File: src/ocea_defs.svh
// constants for the opcode class and effective address checker
`ifndef OCEA_DEFS_SVH
`define OCEA_DEFS_SVH

// instruction word fields, bit 31 is the architecture's bit 0
`define OCEA_PO_HI 31
`define OCEA_PO_LO 26
`define OCEA_XO_HI 10
`define OCEA_XO_LO 1
`define OCEA_XA_HI 5
`define OCEA_RA_HI 20
`define OCEA_RA_LO 16
`define OCEA_SPR_PRIV_BIT 15
`define OCEA_AA_BIT 1

// program exception vector offset
`define OCEA_VEC_PROGRAM 32'h0000_0700

// primary opcodes
`define OCEA_OP_RSV 6'h00
`define OCEA_OP_TDI 6'h02
`define OCEA_OP_BC 6'h10
`define OCEA_OP_B 6'h12
`define OCEA_OP_XL 6'h13
`define OCEA_OP_RLD 6'h1E
`define OCEA_OP_X 6'h1F
`define OCEA_OP_LMW 6'h2E
`define OCEA_OP_STMW 6'h2F
`define OCEA_OP_LD 6'h3A
`define OCEA_OP_FPS 6'h3B
`define OCEA_OP_STD 6'h3E
`define OCEA_OP_FPD 6'h3F

// extended opcodes with special handling
`define OCEA_XO_BCLR 10'h010
`define OCEA_XO_BCCTR 10'h210
`define OCEA_XO_RFI 10'h032
`define OCEA_XO_LWARX 10'h014
`define OCEA_XO_STWCX 10'h096
`define OCEA_XO_MFSPR 10'h153
`define OCEA_XO_MTSPR 10'h1D3
`define OCEA_XO_TLBLD 10'h3D2
`define OCEA_XO_TLBLI 10'h3F2
`define OCEA_XO_LSWI 10'h255
`define OCEA_XO_STSWI 10'h2D5
`define OCEA_XA_FSQRT 5'h16

// operand lengths in bytes
`define OCEA_LEN_NONE 4'h0
`define OCEA_LEN_B 4'h1
`define OCEA_LEN_H 4'h2
`define OCEA_LEN_W 4'h4
`define OCEA_LEN_D 4'h8

`endif

File: src/ocea_pkg.sv
// types shared by the opcode class and effective address checker
package ocea_pkg;
  typedef enum logic [1:0] {
    OCEA_CLS_DEFINED = 2'h0,
    OCEA_CLS_ILLEGAL = 2'h1,
    OCEA_CLS_RSV_UNIMPL = 2'h2,
    OCEA_CLS_RSV_IMPL = 2'h3
  } ocea_class_e;

  typedef enum logic [2:0] {
    OCEA_EA_NONE = 3'h0,
    OCEA_EA_REG_IMM = 3'h1,
    OCEA_EA_REG_IDX = 3'h2,
    OCEA_EA_REG_IND = 3'h3,
    OCEA_EA_BR_REL = 3'h4,
    OCEA_EA_BR_ABS = 3'h5,
    OCEA_EA_BR_LR = 3'h6,
    OCEA_EA_BR_CTR = 3'h7
  } ocea_ea_mode_e;
endpackage

File: src/ocea_decode.sv
// instruction class decoder with effective address and alignment checks
`timescale 1ns/10ps
`default_nettype none
`include "ocea_defs.svh"

module ocea_decode (
  // clock and reset
  input wire logic ref_clk,
  input wire logic rst,
  // instruction from fetch
  input wire logic ins_valid,
  input wire logic [31:0] ins_word,
  input wire logic [31:0] ins_addr,
  // operand values and machine state
  input wire logic [31:0] gpr_a,
  input wire logic [31:0] gpr_b,
  input wire logic [31:0] link_reg,
  input wire logic [31:0] count_reg,
  input wire logic user_mode,
  input wire logic little_endian,
  // results to execution and exception logic
  output logic dec_valid,
  output ocea_pkg::ocea_class_e dec_class,
  output logic dec_exec_ok,
  output logic dec_prog_exc,
  output logic dec_priv_exc,
  output logic dec_align_exc,
  output logic [31:0] dec_exc_vector,
  output logic dec_is_mem,
  output logic dec_is_branch,
  output ocea_pkg::ocea_ea_mode_e dec_ea_mode,
  output logic [3:0] dec_op_len,
  output logic [31:0] dec_ea,
  output logic dec_misaligned,
  output logic dec_wraps,
  output logic dec_little_endian
);
  import ocea_pkg::*;

  // extended opcodes in use under primary 31, integer and memory forms
  function automatic logic f_x31_defined(input logic [9:0] xo);
    case (xo)
      10'h000, 10'h004, 10'h008, 10'h00A, 10'h00B, 10'h013, 10'h014,
      10'h017, 10'h018, 10'h01A, 10'h01C, 10'h020, 10'h028, 10'h036,
      10'h037, 10'h03C, 10'h04B, 10'h053, 10'h056, 10'h057, 10'h068,
      10'h077, 10'h07C, 10'h088, 10'h08A, 10'h090, 10'h092, 10'h096,
      10'h097, 10'h0B7, 10'h0C8, 10'h0CA, 10'h0D2, 10'h0D7, 10'h0E8,
      10'h0EA, 10'h0EB, 10'h0F2, 10'h0F6, 10'h0F7, 10'h10A, 10'h116,
      10'h117, 10'h11C, 10'h132, 10'h136, 10'h137, 10'h13C, 10'h153,
      10'h157, 10'h173, 10'h177, 10'h197, 10'h19C, 10'h1B6, 10'h1B7,
      10'h1BC, 10'h1CB, 10'h1D3, 10'h1D6, 10'h1DC, 10'h1EB, 10'h200,
      10'h215, 10'h216, 10'h217, 10'h218, 10'h236, 10'h237, 10'h253,
      10'h255, 10'h256, 10'h257, 10'h277, 10'h293, 10'h295, 10'h296,
      10'h297, 10'h2B7, 10'h2D5, 10'h2D7, 10'h2F7, 10'h316, 10'h318,
      10'h338, 10'h356, 10'h396, 10'h39A, 10'h3BA, 10'h3D6, 10'h3D7,
      10'h3F6: f_x31_defined = 1'b1;
      // overflow-enabled arithmetic forms
      10'h208, 10'h20A, 10'h228, 10'h268, 10'h288, 10'h28A, 10'h2C8,
      10'h2CA, 10'h2E8, 10'h2EA, 10'h2EB, 10'h30A, 10'h3CB,
      10'h3EB: f_x31_defined = 1'b1;
      default: f_x31_defined = 1'b0;
    endcase
  endfunction

  // extended opcodes in use under primary 19
  function automatic logic f_x19_defined(input logic [9:0] xo);
    case (xo)
      10'h000, 10'h010, 10'h021, 10'h032, 10'h081, 10'h096, 10'h0C1,
      10'h0E1, 10'h101, 10'h121, 10'h1A1, 10'h1C1,
      10'h210: f_x19_defined = 1'b1;
      default: f_x19_defined = 1'b0;
    endcase
  endfunction

  // floating arithmetic forms; dbl selects the double-precision group
  function automatic logic f_fp_defined(input logic dbl,
                                        input logic [9:0] xo);
    logic [4:0] xa;
    xa = xo[4:0];
    if (xo[4]) begin
      case (xa)
        5'h12, 5'h14, 5'h15, 5'h18, 5'h19, 5'h1C, 5'h1D, 5'h1E,
        5'h1F: f_fp_defined = dbl ? (xa != 5'h18) : 1'b1;
        5'h17, 5'h1A: f_fp_defined = dbl;
        default: f_fp_defined = 1'b0;
      endcase
    end else begin
      case (xo)
        10'h000, 10'h00C, 10'h00E, 10'h00F, 10'h020, 10'h026, 10'h028,
        10'h040, 10'h046, 10'h048, 10'h086, 10'h088, 10'h108, 10'h247,
        10'h2C7: f_fp_defined = dbl;
        default: f_fp_defined = 1'b0;
      endcase
    end
  endfunction

  // operand length of indexed memory forms; zero for non-memory
  function automatic logic [3:0] f_x31_len(input logic [9:0] xo);
    case (xo)
      10'h057, 10'h077, 10'h0D7, 10'h0F7, 10'h036, 10'h056, 10'h116,
      10'h0F6, 10'h3D6, 10'h3F6, 10'h1D6: f_x31_len = `OCEA_LEN_B;
      10'h117, 10'h137, 10'h157, 10'h177, 10'h197, 10'h1B7, 10'h316,
      10'h396: f_x31_len = `OCEA_LEN_H;
      10'h014, 10'h017, 10'h037, 10'h096, 10'h097, 10'h0B7, 10'h136,
      10'h1B6, 10'h216, 10'h217, 10'h237, 10'h296, 10'h297, 10'h2B7,
      10'h3D7: f_x31_len = `OCEA_LEN_W;
      10'h257, 10'h277, 10'h2D7, 10'h2F7: f_x31_len = `OCEA_LEN_D;
      // string transfers move a byte sequence with no alignment need
      10'h215, 10'h255, 10'h295, 10'h2D5: f_x31_len = `OCEA_LEN_B;
      default: f_x31_len = `OCEA_LEN_NONE;
    endcase
  endfunction

  // operand length of displacement memory forms, opcodes 32 to 55
  function automatic logic [3:0] f_d_len(input logic [5:0] po);
    case (po[5:1])
      5'h10, 5'h12, 5'h17, 5'h18, 5'h1A: f_d_len = `OCEA_LEN_W;
      5'h14, 5'h15, 5'h16: f_d_len = `OCEA_LEN_H;
      5'h11, 5'h13: f_d_len = `OCEA_LEN_B;
      5'h19, 5'h1B: f_d_len = `OCEA_LEN_D;
      default: f_d_len = `OCEA_LEN_NONE;
    endcase
  endfunction

  // supervisor-only indexed forms; spr moves depend on the spr number
  function automatic logic f_x31_priv(input logic [9:0] xo,
                                      input logic spr_hi);
    case (xo)
      10'h053, 10'h092, 10'h0D2, 10'h0F2, 10'h132, 10'h1D6, 10'h236,
      10'h253, 10'h293, `OCEA_XO_TLBLD, `OCEA_XO_TLBLI: f_x31_priv = 1'b1;
      `OCEA_XO_MFSPR, `OCEA_XO_MTSPR: f_x31_priv = spr_hi;
      default: f_x31_priv = 1'b0;
    endcase
  endfunction

  logic [5:0] po;
  logic [9:0] xo;
  logic [4:0] ra;
  logic all_zero;
  logic po_64only;
  logic po_unused;
  logic po_ext;
  logic ext_defined;
  logic is_tlb_load;
  logic is_sqrt;
  logic is_dform_mem;
  logic is_xform_mem;
  logic is_fp_mem;
  logic is_multi;
  logic is_string_imm;
  logic is_rel_branch;
  logic is_lr_branch;
  logic is_ctr_branch;
  logic priv_op;
  logic [31:0] d_imm;
  logic [31:0] b_imm;
  logic [31:0] bc_imm;
  logic [31:0] mem_base;
  logic [31:0] ea_imm;
  logic [31:0] ea_val;
  logic ea_misaligned;
  logic ea_wraps;
  ocea_class_e next_class;
  ocea_ea_mode_e next_mode;
  logic [3:0] next_len;
  logic next_prog;
  logic next_priv;
  logic next_align;
  logic next_mem;
  logic next_branch;

  assign po = ins_word[`OCEA_PO_HI:`OCEA_PO_LO];
  assign xo = ins_word[`OCEA_XO_HI:`OCEA_XO_LO];
  assign ra = ins_word[`OCEA_RA_HI:`OCEA_RA_LO];
  assign all_zero = ins_word == 32'h0000_0000;

  assign po_64only = po == `OCEA_OP_TDI || po == `OCEA_OP_RLD ||
                     po == `OCEA_OP_LD || po == `OCEA_OP_STD;
  // primaries 1, 4-6, 9, 22, 56, 57, 60, 61 have no instruction here
  assign po_unused = po == 6'h01 || po == 6'h04 || po == 6'h05 ||
                     po == 6'h06 || po == 6'h09 || po == 6'h16 ||
                     po == 6'h38 || po == 6'h39 || po == 6'h3C ||
                     po == 6'h3D;
  assign po_ext = po == `OCEA_OP_XL || po == `OCEA_OP_X ||
                  po == `OCEA_OP_FPS || po == `OCEA_OP_FPD;

  // 64-bit-only extended forms are simply absent from the tables
  always_comb begin
    case (po)
      `OCEA_OP_XL: ext_defined = f_x19_defined(xo);
      `OCEA_OP_X: ext_defined = f_x31_defined(xo);
      `OCEA_OP_FPS: ext_defined = f_fp_defined(1'b0, xo);
      `OCEA_OP_FPD: ext_defined = f_fp_defined(1'b1, xo);
      default: ext_defined = 1'b0;
    endcase
  end

  assign is_tlb_load = po == `OCEA_OP_X &&
                       (xo == `OCEA_XO_TLBLD || xo == `OCEA_XO_TLBLI);
  assign is_sqrt = (po == `OCEA_OP_FPS || po == `OCEA_OP_FPD) &&
                   xo[4:0] == `OCEA_XA_FSQRT;

  // precedence: all-zero, opcode 0, reserved forms, then the tables
  always_comb begin
    if (all_zero) begin
      next_class = OCEA_CLS_ILLEGAL;
    end else if (po == `OCEA_OP_RSV) begin
      next_class = OCEA_CLS_RSV_UNIMPL;
    end else if (is_tlb_load) begin
      next_class = OCEA_CLS_RSV_IMPL;
    end else if (is_sqrt) begin
      next_class = OCEA_CLS_RSV_UNIMPL;
    end else if (po_64only || po_unused) begin
      next_class = OCEA_CLS_ILLEGAL;
    end else if (po_ext && !ext_defined) begin
      next_class = OCEA_CLS_ILLEGAL;
    end else begin
      next_class = OCEA_CLS_DEFINED;
    end
  end

  // memory forms and operand length, implied by the opcode alone
  assign is_dform_mem = po[5] && f_d_len(po) != `OCEA_LEN_NONE;
  assign is_xform_mem = po == `OCEA_OP_X &&
                        f_x31_len(xo) != `OCEA_LEN_NONE;
  assign next_len = is_dform_mem ? f_d_len(po) :
                    is_xform_mem ? f_x31_len(xo) :
                    `OCEA_LEN_NONE;
  assign is_fp_mem = (is_dform_mem && po[5:4] == 2'h3) ||
                     (is_xform_mem && ((xo[9:8] == 2'h2 &&
                     xo[2:0] == 3'h7) || xo == 10'h3D7));
  assign is_multi = po == `OCEA_OP_LMW || po == `OCEA_OP_STMW ||
                    (po == `OCEA_OP_X && (xo == `OCEA_XO_LWARX ||
                    xo == `OCEA_XO_STWCX));
  assign is_string_imm = po == `OCEA_OP_X &&
                         (xo == `OCEA_XO_LSWI || xo == `OCEA_XO_STSWI);

  assign is_rel_branch = po == `OCEA_OP_B || po == `OCEA_OP_BC;
  assign is_lr_branch = po == `OCEA_OP_XL && xo == `OCEA_XO_BCLR;
  assign is_ctr_branch = po == `OCEA_OP_XL && xo == `OCEA_XO_BCCTR;

  always_comb begin
    if (is_string_imm) begin
      next_mode = OCEA_EA_REG_IND;
    end else if (is_xform_mem) begin
      next_mode = OCEA_EA_REG_IDX;
    end else if (is_dform_mem) begin
      next_mode = OCEA_EA_REG_IMM;
    end else if (is_rel_branch) begin
      next_mode = ins_word[`OCEA_AA_BIT] ? OCEA_EA_BR_ABS
                                         : OCEA_EA_BR_REL;
    end else if (is_lr_branch) begin
      next_mode = OCEA_EA_BR_LR;
    end else if (is_ctr_branch) begin
      next_mode = OCEA_EA_BR_CTR;
    end else begin
      next_mode = OCEA_EA_NONE;
    end
  end

  // a zero base field means a zero base, not register 0
  assign mem_base = (ra == 5'h00) ? 32'h0000_0000 : gpr_a;
  assign d_imm = {{16{ins_word[15]}}, ins_word[15:0]};
  assign b_imm = {{6{ins_word[25]}}, ins_word[25:2], 2'h0};
  assign bc_imm = {{16{ins_word[15]}}, ins_word[15:2], 2'h0};
  assign ea_imm = (po == `OCEA_OP_B) ? b_imm :
                  (po == `OCEA_OP_BC) ? bc_imm : d_imm;

  ocea_ea_unit u_ea (
    .mode(next_mode),
    .base(mem_base),
    .index(gpr_b),
    .imm(ea_imm),
    .cia(ins_addr),
    .lr(link_reg),
    .ctr(count_reg),
    .op_len(next_len),
    .ea(ea_val),
    .misaligned(ea_misaligned),
    .wraps(ea_wraps)
  );

  // privilege comes from the opcode and, for spr moves, the spr number, so stray reserved bits
  // can never lift a user program past its level
  assign priv_op = (po == `OCEA_OP_XL && xo == `OCEA_XO_RFI) ||
                   (po == `OCEA_OP_X &&
                   f_x31_priv(xo, ins_word[`OCEA_SPR_PRIV_BIT]));

  assign next_prog = next_class == OCEA_CLS_ILLEGAL ||
                     next_class == OCEA_CLS_RSV_UNIMPL;
  assign next_priv = !next_prog && user_mode && priv_op;
  // other misaligned integer forms are split by the load/store unit
  assign next_align = !next_prog && !next_priv &&
                      ((is_fp_mem && ea_val[1:0] != 2'h0) ||
                      (is_multi && ea_val[1:0] != 2'h0));
  // an illegal word reaches no unit, so no other state can change
  assign next_mem = !next_prog && (is_dform_mem || is_xform_mem);
  assign next_branch = !next_prog && next_mode[2];

  always_ff @(posedge ref_clk or posedge rst) begin
    if (rst) begin
      dec_valid <= 1'b0;
      dec_class <= OCEA_CLS_DEFINED;
      dec_exec_ok <= 1'b0;
      dec_prog_exc <= 1'b0;
      dec_priv_exc <= 1'b0;
      dec_align_exc <= 1'b0;
      dec_exc_vector <= 32'h0000_0000;
    end else begin
      dec_valid <= ins_valid;
      dec_class <= next_class;
      dec_exec_ok <= ins_valid && !next_prog && !next_priv &&
                     !next_align;
      dec_prog_exc <= ins_valid && (next_prog || next_priv);
      dec_priv_exc <= ins_valid && next_priv;
      dec_align_exc <= ins_valid && next_align;
      dec_exc_vector <= (ins_valid && (next_prog || next_priv)) ?
                        `OCEA_VEC_PROGRAM : 32'h0000_0000;
    end
  end

  always_ff @(posedge ref_clk or posedge rst) begin
    if (rst) begin
      dec_is_mem <= 1'b0;
      dec_is_branch <= 1'b0;
      dec_ea_mode <= OCEA_EA_NONE;
      dec_op_len <= `OCEA_LEN_NONE;
      dec_ea <= 32'h0000_0000;
      dec_misaligned <= 1'b0;
      dec_wraps <= 1'b0;
      dec_little_endian <= 1'b0;
    end else begin
      dec_is_mem <= ins_valid && next_mem;
      dec_is_branch <= ins_valid && next_branch;
      dec_ea_mode <= next_mode;
      dec_op_len <= next_len;
      dec_ea <= ea_val;
      dec_misaligned <= ins_valid && next_mem && ea_misaligned;
      dec_wraps <= ins_valid && next_mem && ea_wraps;
      // big-endian unless the machine state selects little-endian
      dec_little_endian <= little_endian;
    end
  end
endmodule

`default_nettype wire

File: src/ocea_ea_unit.sv
// effective address adder with wrap and natural alignment checks
`timescale 1ns/10ps
`default_nettype none
`include "ocea_defs.svh"

module ocea_ea_unit (
  // operands
  input wire ocea_pkg::ocea_ea_mode_e mode,
  input wire logic [31:0] base,
  input wire logic [31:0] index,
  input wire logic [31:0] imm,
  input wire logic [31:0] cia,
  input wire logic [31:0] lr,
  input wire logic [31:0] ctr,
  input wire logic [3:0] op_len,
  // results
  output logic [31:0] ea,
  output logic misaligned,
  output logic wraps
);
  import ocea_pkg::*;

  logic [31:0] sum_imm;
  logic [31:0] sum_idx;
  logic [31:0] sum_rel;
  logic [3:0] len_m1;
  logic [32:0] last_byte;

  // carries out of the top bit simply fall off the 32-bit sums
  assign sum_imm = base + imm;
  assign sum_idx = base + index;
  assign sum_rel = cia + imm;

  always_comb begin
    case (mode)
      OCEA_EA_REG_IMM: ea = sum_imm;
      OCEA_EA_REG_IDX: ea = sum_idx;
      OCEA_EA_REG_IND: ea = base;
      OCEA_EA_BR_REL: ea = sum_rel;
      OCEA_EA_BR_ABS: ea = imm;
      OCEA_EA_BR_LR: ea = {lr[31:2], 2'h0};
      OCEA_EA_BR_CTR: ea = {ctr[31:2], 2'h0};
      default: ea = 32'h0000_0000;
    endcase
  end

  // address names the lowest byte, so the last byte is ea plus len-1
  assign len_m1 = (op_len == `OCEA_LEN_NONE) ? 4'h0 : op_len - 4'h1;
  assign last_byte = {1'b0, ea} + {29'h0, len_m1};
  assign wraps = last_byte[32];
  assign misaligned = (ea[3:0] & len_m1) != 4'h0;
endmodule

`default_nettype wire

File: config.mk
export PLATFORM = sky130hd
export DESIGN_NAME = ocea_decode
export DESIGN_NICKNAME = d
export VERILOG_FILES = /design/src/ocea_pkg.sv /design/src/ocea_decode.sv /design/src/ocea_ea_unit.sv
export VERILOG_INCLUDE_DIRS = /design/src
export SDC_FILE = /design/constraint.sdc
export NUM_CORES = 1
export LEC_CHECK = 0
export BUFFER_PORTS_ARGS = -buffer_cell sky130_fd_sc_hd__buf_2
export CAP_MARGIN = 40
export CORE_ASPECT_RATIO = 0.75
export CORE_MARGIN = 8
export CORE_UTILIZATION = 35
export CTS_BUF_LIST = sky130_fd_sc_hd__clkbuf_8
export CTS_CLUSTER_SIZE = 8
export DETAILED_ROUTE_END_ITERATION = 6
export PLACE_DENSITY_LB_ADDON = 0.12
export SLEW_MARGIN = 20
export SYNTH_ARGS = -nofsm -noshare
export SYNTH_HDL_FRONTEND = slang
export SYNTH_SLANG_ARGS = --single-unit
File: constraint.sdc
create_clock -name ref_clk -period 4.2 [get_ports ref_clk]
set_input_delay 0.84 -clock ref_clk [delete_from_list [all_inputs] [get_ports ref_clk]]
set_output_delay 0.84 -clock ref_clk [all_outputs]
set_load 0.1 [all_outputs]
# After elaboration in Yosys (flattened, before gate mapping)
# Memory sizes are Yosys's and may differ from the RTL's.
# Cells that the tools add are included.
# totals
ff_bits	62
rom_bits	288
inputBits	197
wordCells	316
n_memories	3
# mem_list
name	depth	word_bits	read_ports	rd_clocked_by_memory_dff	wr	line_no	rtl
(name not given)	32	4	1	0	0	ocea_decode.sv:116	case (po[5:1])
(name not given)	32	4	1	0	0	ocea_decode.sv:116	
(name not given)	32	1	1	0	0	ocea_decode.sv:81	case (xa)
# op_classes
n_addsub	5
n_eq_ne	176
n_mux	30
n_bitwise	1
reduce_logical	86
# op_table
op	count
$eq 10x10->1 const B	49
$eq 10x9->1 const B	27
$pmux 32 s7	1
$eq 10x8->1 const B	21
$reduce_or 106->1	1
$eq 10x7->1 const B	10
$add 32x32->32	3
$eq 10x6->1 const B	8
$eq 10x5->1 const B	7
$mux 32	2
$eq 10x4->1 const B	6
$eq 5x5->1 const B	12
$eq 6x6->1 const B	10
$reduce_or 15->1	3
$eq 6x5->1 const B	6
$add 32x4->33	1
$logic_and 1x1->1	32
$logic_not 32->1	1
$logic_or 1x1->1	30
$eq 6x3->1 const B	3
$mux 3	6
$pmux 4 s4	1
$eq 3x3->1 const B	5
$reduce_or 13->1	1
other kinds (29)	52

# Logic depth before layout (Yosys ltp)
# Gate-level depths: netlist of run 1.
# logic_depth
ltp_word	26
depth_mapped	24
ltp_nobuf	20

# By module
# A second synthesis of run 1 with hierarchy kept.
# unflattened
cells_unflattened	1170
hier_area_um2	8996.1
# by_module_without_submodules
module	n_inst	cells_per_inst	area_per_inst_um2	seq_area_each_um2
ocea_ea_unit	1	744	5407.7	0.0
ocea_decode	1	426	3588.4	1276.2

# Worst setup path after synthesis of run 1
# No wires, ideal clock.
# synth_path
path_type	input to register
from	input ins_word[26]
to	register dec_wraps
t_arrival_ns	6.279
t_required_ns	4.132
slack_ns	-2.147
cell_stages	22
path_cell_list	clkbuf_1 -> nor3_1 -> and3_1 -> clkbuf_1 -> clkbuf_1 -> nor2_1 -> clkbuf_1 -> mux2_2 -> ha_1 -> fa_1 -> a211oi_1 -> o211ai_1 -> a221o_1 -> a31oi_1 -> o31ai_1 -> xnor2_1 -> a221o_1 -> o211ai_1 -> or4b_1 -> or4b_1 -> nor4bb_1 -> and4_1
# synth_between
elab_cells_between_ends	87
classes_between	add/sub (4); eq/ne (29); mux (19); reduce/logical (35)
# synth_lines
item	line_no	rtl
from (decl)	ocea_decode.sv:12	input wire logic [31:0] ins_word,
parallel branches: the longest is 9 deep, another holds $add 32x32->32	n/a	
$pmux 32 s7 *	ocea_ea_unit.sv:35	case (mode)
named net ea_val[16]	ocea_decode.sv:160	logic [31:0] ea_val;
$add 32x4->33 *	ocea_ea_unit.sv:49	assign last_byte = {1'b0, ea} + {29'h0, len_m1};
$logic_and 1x1->1 *	ocea_decode.sv:339	dec_wraps <= ins_valid && next_mem && ea_wraps;
to (signal assigned)	ocea_decode.sv:339	
to (decl)	ocea_decode.sv:35	output logic dec_wraps,
# Mark *: on every way through the listed nets, which the timed path passes.

# Final worst setup path of run 1
# layout_path
from	input ins_word[17]
to	register dec_wraps
# layout_between
elab_cells_between_ends	17
classes_between	add/sub (4); eq/ne (2); mux (4); reduce/logical (7)
# layout_lines
item	line_no	rtl
$logic_not 5->1 *	ocea_decode.sv:262	assign mem_base = (ra == 5'h00) ? 32'h0000_0000 : gpr_a;
$mux 32 *	ocea_decode.sv:262	
$add 32x32->32 (on tied branches)	ocea_ea_unit.sv:31, ocea_ea_unit.sv:30	
$pmux 32 s7 *	ocea_ea_unit.sv:35	
named net ea_val[16]	ocea_decode.sv:160	
$add 32x4->33 *	ocea_ea_unit.sv:49	
$logic_and 1x1->1 *	ocea_decode.sv:339	
# The timed path passes the listed nets; every way through them passes the cells marked *.

==> results.md, run 1 <==
Outcome
- outcome: finished with violations
- violated checks: negative setup slack

STA
- actual transition at the worst max-transition pin: 741.0 ps
- number of endpoints with negative hold slack in the final report: 0
- share of the clock period used by the worst path: 1.350
- achievable clock frequency: 176.4 MHz
- headroom to the max-slew limit: 0.4932
- max-slew violation count: 0
- setup slack after layout: -1470 ps
- TNS Setup: -8181 ps
- setup repair after global routing missed its margin: true
- post-route minimum period: 5670 ps
- final setup violation count: 15

Place
- input/output buffers: 246
- Placer Congestion: 0.9628
- Place WS: -1828 ps
- estimated wirelength of the detail-placed design: 37,400 µm

GRT
- all-layer global routing usage: 0.2917
- via count of the first global-routing pass: 11.51k
- gr ovfl total: 0
- initial antenna violation count: 0
- largest net degree at the start of global routing: 39
- global-route wire length before repair: 67,070 µm

Floorplan
- height of the die: 150.1 µm
- width of the chip: 194.8 µm
- full die area: 29,250 µm²
- row cnt: 49
- number of primary I/O pins: 280
- initial core utilization: 0.3529
- standard cell core area: 23,790 µm²

Layout
- final-stage net count: 2,005
- antenna diode count: 0
- area delta synth->final: 63.11%
- number of inserted filler cells in the final layout: 2,296
- share of layout cells above drive strength 1: 0.4698

Clock tree
- Hold Buf Count CTS: 0
- CTS H-Tree Depth: 2
- # clock sinks: 51
- maximum clock insertion buffer count: 2
- clock tree from TritonCTS: done
- clock root buffer: sky130_fd_sc_hd__clkbuf_8
- clock slew seen by the registers of the worst setup and hold paths: 90 ps
- number of buffers inserted during clock tree synthesis: 5

Detailed routing
- DRC violation count after routing: 0
- count of antenna-violating nets left after detailed routing: 0
- routed vias/inst: 5.603
- first-pass iteration count of the detailed router: 5
- Routed wire per std cell: 21.78 µm
- DRC violation total after the first TritonRoute iteration: 1,004
- via count: 11.45k
- Post-Route WL: 44,490 µm

Critical path
- critical path type: in2reg
- Critical Path AT: 5910 ps
- CP Capture Point: dec_wraps
- element type at the critical path start: input pin
- start point of the critical path: ins_word[17]
- required time of the worst setup path: 4440 ps
- CP endpoint kind: register
- largest driver fanout on the critical path: 4

Synth
- total of flip-flops plus latches after synthesis: 51
- share of async-settable or async-resettable flops after synthesis: 1.000
- post-synthesis sequential area ratio: 0.1520
- post-synthesis instance total: 1,133
- total number of yosys warnings: 0
- post-synthesis instance area: 8396 µm²
- area share of the largest cell type after synthesis: 0.1520
- post-synthesis cell type with the largest combined area: sky130_fd_sc_hd__dfrtp_1
- top cells by count, synth: sky130_fd_sc_hd__nand2_1, sky130_fd_sc_hd__o21ai_0, sky130_fd_sc_hd__a21oi_1, sky130_fd_sc_hd__nor2_1, sky130_fd_sc_hd__ha_1
- top post-synthesis cells by area: sky130_fd_sc_hd__dfrtp_1, sky130_fd_sc_hd__ha_1, sky130_fd_sc_hd__nand2_1
- most common cell in the synthesized netlist: sky130_fd_sc_hd__nand2_1
- unique cell type count in the Yosys netlist: 78
- count of flip-flops with a built-in enable after synthesis: 0
- most used flip-flop cell after synthesis: sky130_fd_sc_hd__dfrtp_1
- Avg Cell Area, Syn: 7.410 µm²

Power and ir drop
- total power: 3168 µW
- fraction of power consumed by sequential logic: 0.176
- cell leakage power: 0.006821 µW
- combinational power share: 0.704
- sw power: 1564 µW
- Pint: 1604 µW
- portion of total power attributed to the clock network: 0.120
- Max rail drop VDD: 0.2014 mV
- net switching fraction of the power: 0.4937
- Pwr Density: 231.4 nW/µm²

Worst hold path
- path class of the lowest-slack min-delay path: in2async

Run
- number of violations of the max-capacitance limit: 0

-- power by group through the flow --
| stage | registers [µW] | logic (µW) | clock network, µW |
|---|---|---|---|
| 6_report | 556 | 2230 | 381 |
| 5_1_grt | 561 | 2360 | 412 |
| 4_1_cts | 557 | 2160 | 386 |
| 2_1_floorplan | 936 | 895 | 0 |
| 3_5_place_dp | 567 | 2070 | 0 |
| 3_3_place_gp | 568 | 2070 | 0 |
-- stage by stage --
| stage | area (µm²) | hold WS, ps | instances | util |
|---|---|---|---|---|
| global placement | 12980 | 950.2 | 2022 | 0.5456 |
| floorplan | 8861 | 871.4 | 1161 | - |
| global route | 13690 | 353.1 | 2043 | 0.5757 |
| CTS | 13540 | 632.1 | 2038 | 0.5691 |
| detailed placement | 12980 | 955.5 | 2022 | 0.5456 |
| finish | 13690 | 374.3 | 2043 | 0.5757 |
-- sequential cells by signal, summed over array words and instances (netlist names), 2 cells and up --
register and flops:
dec_class 2, dec_ea 32, dec_ea_mode 3, dec_op_len 4
-- logic make-up after synthesis --
group / count (synthesis) / synth area share
compound gates: 379 / 0.3031
xor+xnor: 57 / 0.05946
fa+ha+maj: 72 / 0.1091
buf+inv: 142 / 0.08048
flops: 51 / 0.1520
mux: 38 / 0.04873
other cells: 1 / 0.0004467
simple gates: 393 / 0.2466
-- critical path: stages --
cell and delay [ps]:
sky130_fd_sc_hd__buf_2 110, sky130_fd_sc_hd__or4_4 520, sky130_fd_sc_hd__or2_4 290, sky130_fd_sc_hd__and2_4 160, sky130_fd_sc_hd__mux2_4 280, sky130_fd_sc_hd__ha_4 180
sky130_fd_sc_hd__fa_2 370, sky130_fd_sc_hd__a211oi_2 210, sky130_fd_sc_hd__o211ai_1 140, sky130_fd_sc_hd__a221o_1 390, sky130_fd_sc_hd__buf_6 140, sky130_fd_sc_hd__a31oi_4 170
sky130_fd_sc_hd__o31ai_2 90, sky130_fd_sc_hd__xnor2_1 140, sky130_fd_sc_hd__a221o_1 210, sky130_fd_sc_hd__o211ai_1 100, sky130_fd_sc_hd__or4b_1 540, sky130_fd_sc_hd__or4b_4 510
sky130_fd_sc_hd__nor4bb_2 280, sky130_fd_sc_hd__and4_1 220
-- cell usage in the layout (no fill, tap or decap), drive strengths merged, types with 19 or more instances in the layout --
| cell | instances |
|---|---|
| nand3 | 30 |
| conb | 29 |
| nand4 | 22 |
| nor2 | 71 |
| a21o | 23 |
| a21oi | 85 |
| ha | 70 |
| xnor2 | 34 |
| nor3 | 27 |
| nand2 | 115 |
| a211oi | 19 |
| and2 | 30 |
| buf | 668 |
| xor2 | 23 |
| mux2 | 23 |
| o21ai | 86 |
| dfrtp | 51 |
| inv | 42 |
-- per-layer routing --
layer	routed length, µm	track usage
met1	20520	0.4106
met2	18950	0.4479
met3	3917	0.06031
met4	1102	0.07750
met5	0	0
-- timing repair --
| item | CTS | global route |
|---|---|---|
| pin swaps | 57 | 28 |
| gates resized for setup | 70 | 31 |
| endpoints found under the setup margin | 18 | 21 |
| hold endpoints to repair | 0 | 0 |
| buffers inserted | 13 | 5 |
-- area by class of cell --
class | count | area (µm²) | area share
tap | 306 | 382.9 | 0.02796
sequential | 51 | 1276 | 0.09319
inverter | 42 | 157.7 | 0.01151
clock buffer | 6 | 82.58 | 0.006030
clock inverter | 2 | 38.79 | 0.002832
multi-input combinational | 968 | 7272 | 0.5310
timing repair buffer | 668 | 4484 | 0.3275
-- worst min-delay path by stage --
stage / cells after the start / slack [ps] / to
global route: 2 / 350 / dec_is_branch
finish: 2 / 370 / dec_is_branch
global placement: 1 / 950 / dec_little_endian
detailed placement: 1 / 960 / dec_little_endian
floorplan: 0 / 870 / dec_little_endian
CTS: 1 / 630 / dec_little_endian
(Power assumes the default switching activity.)
==> inputs of run 2 (changes only) <==
--- a/config.mk
+++ b/config.mk
@@ -8,9 +8,9 @@
 export LEC_CHECK = 0
 export BUFFER_PORTS_ARGS = -buffer_cell sky130_fd_sc_hd__buf_2
 export CAP_MARGIN = 40
-export CORE_ASPECT_RATIO = 0.75
+export CORE_ASPECT_RATIO = 1.4
 export CORE_MARGIN = 8
-export CORE_UTILIZATION = 35
+export CORE_UTILIZATION = 58
 export CTS_BUF_LIST = sky130_fd_sc_hd__clkbuf_8
 export CTS_CLUSTER_SIZE = 8
 export DETAILED_ROUTE_END_ITERATION = 6
==> results.md, run 2 <==
Floorplan
- row cnt: 52
- initial core utilization: 0.5865
- height of the die: 158.4 µm
- width of the chip: 117.7 µm
- number of primary I/O pins: 280

Clock tree
- number of buffers inserted during clock tree synthesis: 5
- clock root buffer: sky130_fd_sc_hd__clkbuf_8
- CTS H-Tree Depth: 2
- # clock sinks: 51
- maximum clock insertion buffer count: 2

Outcome
- Error Message: [ERROR GRT-0116] Global routing finished with congestion. Check the congestion regions in the DRC Viewer.
- last stage reached: global routing (5_1_grt)
- outcome: aborted with a tool error

Synth
- Avg Cell Area, Syn: 7.410 µm²
- combinational family with the most area after synthesis: compound AO/OA/AOI/OAI gates
- total of flip-flops plus latches after synthesis: 51
- top cells by count, synth: sky130_fd_sc_hd__nand2_1, sky130_fd_sc_hd__o21ai_0, sky130_fd_sc_hd__a21oi_1, sky130_fd_sc_hd__nor2_1, sky130_fd_sc_hd__ha_1
- top post-synthesis cells by area: sky130_fd_sc_hd__dfrtp_1, sky130_fd_sc_hd__ha_1, sky130_fd_sc_hd__nand2_1
- compound-cell area share of the yosys netlist: 0.3031
- post-synthesis simple-gate area fraction: 0.2466
- post-synthesis instance total: 1,133
- unique cell type count in the Yosys netlist: 78
- most common cell in the synthesized netlist: sky130_fd_sc_hd__nand2_1
- xor-xnor portion of the synthesized cell area: 0.05946
- most used flip-flop cell after synthesis: sky130_fd_sc_hd__dfrtp_1
- post-synthesis cell type with the largest combined area: sky130_fd_sc_hd__dfrtp_1
- total number of yosys warnings: 0
- post-synthesis sequential area ratio: 0.1520
- count of flip-flops with a built-in enable after synthesis: 0
- share of async-settable or async-resettable flops after synthesis: 1.000
- post-synthesis instance area: 8396 µm²
- area share of the largest cell type after synthesis: 0.1520
- fraction of synthesized area in multiplexers: 0.04873
- area share of fa/ha/maj cells after synthesis: 0.1091

GRT
- all-layer global routing usage: 0.6714
- via count of the first global-routing pass: 15.74k
- largest net degree at the start of global routing: 30
- global-route wire length before repair: 95,730 µm
- gr ovfl total: 33

Place
- estimated wirelength of the detail-placed design: 34,460 µm
- instance area at placement: 12,520 µm²
- Placer Congestion: 1.185
- input/output buffers: 246

==> run 2: cell counts after synthesis <==
No cell type changed its count.
==> run 2: cells by family after synthesis <==
kind of cell / after synthesis
adders and majority gates: 72
and+or+nand+nor: 393
buffers and inverters: 142
muxes: 38
AOI/OAI and AO/OA: 379
other: 1
xor gates and xnor gates: 57
DFF: 51
==> run 2: repair_timing <==
item,CTS
resized for setup,66
hold buffers,0
pin swaps,46
setup buffers,9
setup endpoints to repair,23
cloned,0
==> run 2: routing by layer <==
layer  global-route usage  overflow
met5               0.1348         0
met4               0.7050        14
met3               0.5096         1
met2               0.8824        18
met1               0.6326         0
==> run 2: metrics by stage <==
stage               hold WS (ps)  setup slack (ps)  setup TNS [ps]  std cells
CTS                        529.0             -1495           -7766       1874
floorplan                  871.4             -1452           -5887       1161
global placement           947.3             -1657          -14540       1857
detailed placement         893.2             -1812          -17610       1858
==> inputs of run 3 (changes only) <==
--- a/config.mk
+++ b/config.mk
@@ -8,13 +8,10 @@
 export LEC_CHECK = 0
 export BUFFER_PORTS_ARGS = -buffer_cell sky130_fd_sc_hd__buf_2
 export CAP_MARGIN = 40
-export CORE_ASPECT_RATIO = 1.4
 export CORE_MARGIN = 8
-export CORE_UTILIZATION = 58
-export CTS_BUF_LIST = sky130_fd_sc_hd__clkbuf_8
-export CTS_CLUSTER_SIZE = 8
+export CORE_UTILIZATION = 40
 export DETAILED_ROUTE_END_ITERATION = 6
-export PLACE_DENSITY_LB_ADDON = 0.12
+export PLACE_DENSITY_LB_ADDON = 0.15
 export SLEW_MARGIN = 20
 export SYNTH_ARGS = -nofsm -noshare
 export SYNTH_HDL_FRONTEND = slang
==> results.md, run 3 (same netlist as run 1, synthesis figures left out) <==
Layout
- top flop regs: dec_ea x32, dec_op_len x4, dec_ea_mode x3
- leading cell type in the layout, fill and taps excluded: sky130_fd_sc_hd__buf_4
- share of layout cells above drive strength 1: 0.4590
- Largest register FFs: 32
- area delta synth->final: 60.60%
- Biggest register: dec_ea
- antenna diode count: 0
- post-route cell area: 13,480 µm²
- end-of-flow core utilization: 0.6475
- final-stage net count: 1,989
- leading cell types in the layout, fill and taps excluded: sky130_fd_sc_hd__buf_4, sky130_fd_sc_hd__buf_2, sky130_fd_sc_hd__nand2_1
- filler-free cell count of the finished design: 1,996

Clock tree
- maximum clock insertion buffer count: 2
- Hold Buf Count CTS: 0
- # clock sinks: 51
- clock slew seen by the registers of the worst setup and hold paths: 80 ps
- number of buffers inserted during clock tree synthesis: 5
- CTS H-Tree Depth: 2
- clock root buffer: sky130_fd_sc_hd__clkbuf_16
- clock tree from TritonCTS: done

Detailed routing
- count of antenna-violating nets left after detailed routing: 0
- via count: 11.19k
- Post-Route WL: 40,770 µm
- DRC violation total after the first TritonRoute iteration: 841
- DRC violation count after routing: 0
- routed vias/inst: 5.604
- first-pass iteration count of the detailed router: 5
- Routed wire per std cell: 20.43 µm

Critical path
- CP endpoint kind: register
- CP peak stage delay: 570 ps
- critical path type: in2reg
- start point of the critical path: ins_word[19]
- Critical Path AT: 5880 ps
- Crit path top cell by count: sky130_fd_sc_hd__or4b_4
- required time of the worst setup path: 4430 ps
- CP Cell Sequence: buf_6, or4_4, or2_4, and2_4, mux2_4, ha_4, fa_2, xor2_1, nand2_1, o211ai_1, ha_2, o21ai_2, a221o_1, nor4b_2, o2111ai_2, or4b_4, or4b_4, nor4bb_1, and4_1
- library cell contributing the largest single delay on the critical path: sky130_fd_sc_hd__or4_4
- CP delay by family, top: simple AND/OR/NAND/NOR gates
- largest driver fanout on the critical path: 3
- element type at the critical path start: input pin
- worst path bufs/invs: 1

STA
- setup slack after layout: -1445 ps
- setup repair after global routing missed its margin: true
- actual transition at the worst max-transition pin: 635.9 ps
- share of the clock period used by the worst path: 1.344
- final setup violation count: 16
- achievable clock frequency: 177.2 MHz
- headroom to the max-slew limit: 0.5651
- max-slew violation count: 0
- post-route minimum period: 5645 ps
- number of endpoints with negative hold slack in the final report: 0

Outcome
- violated checks: negative setup slack
- outcome: finished with violations

GRT
- largest net degree at the start of global routing: 31
- all-layer global routing usage: 0.3024
- initial antenna violation count: 1
- via count of the first global-routing pass: 11.46k
- gr ovfl total: 0
- global-route wire length before repair: 62,800 µm

Floorplan
- full die area: 25,880 µm²
- initial core utilization: 0.4032
- width of the chip: 160.9 µm
- number of primary I/O pins: 280
- standard cell core area: 20,820 µm²
- row cnt: 53
- height of the die: 160.9 µm

Place
- Place WS: -1905 ps
- Placer Congestion: 0.9837
- input/output buffers: 246
- Placed Instances: 1,975
- estimated wirelength of the detail-placed design: 34,260 µm
- instance area at placement: 12,840 µm²

Power and ir drop
- Pwr Density: 234.6 nW/µm²
- Max rail drop VDD: 0.1630 mV
- total power: 3163 µW
- cell leakage power: 0.006718 µW

Worst hold path
- path class of the lowest-slack min-delay path: in2async

Run
- number of violations of the max-capacitance limit: 0

## run 3: worst max path at each step
stage                     slack [ps]  cells past startpoint   endpoint
after global placement         -1830                     19  dec_wraps
final                          -1440                     19  dec_wraps
after CTS                      -1530                     19  dec_wraps
after detailed placement       -1910                     19  dec_wraps
after global routing           -1590                     19  dec_wraps
after floorplan                -1450                     22  dec_wraps
## run 3: stage by stage
stage,TNS (ps),hold WS [ps]
global placement,-16860,950.5
floorplan,-5887,871.4
global route,-10880,582.9
finish,-8747,546.2
CTS,-8149,559.9
detailed placement,-18180,879.5
## run 3: what timing repair did
item | CTS | global route
pin swaps | 46 | 32
resized for setup | 42 | 36
buffers inserted | 12 | 2
setup endpoints to repair | 21 | 21
## run 3: cell type report
class                      count  area [µm²]
fill                        1884        7340
multi-input combinational    968        7186
timing repair buffer         652        4365
sequential                    51        1276
tap                          275       344.1
inverter                      42       157.7
clock buffer                   5       125.1
clock inverter                 3       28.78
## run 3: power by group
group	leakage (µW)	total [µW]	switching, µW	internal (µW)
logic	0.00597	2170	1320	852
clock network	0.0000759	434	206	228
registers	0.000672	554	14.5	540
## run 3: metal layers
| layer | part of all wire | track usage |
|---|---|---|
| met1 | 0.43 | 0.3931 |
| met4 | 0.034 | 0.1073 |
| met2 | 0.47 | 0.5025 |
| met3 | 0.069 | 0.04095 |
| met5 | 0 | 0 |
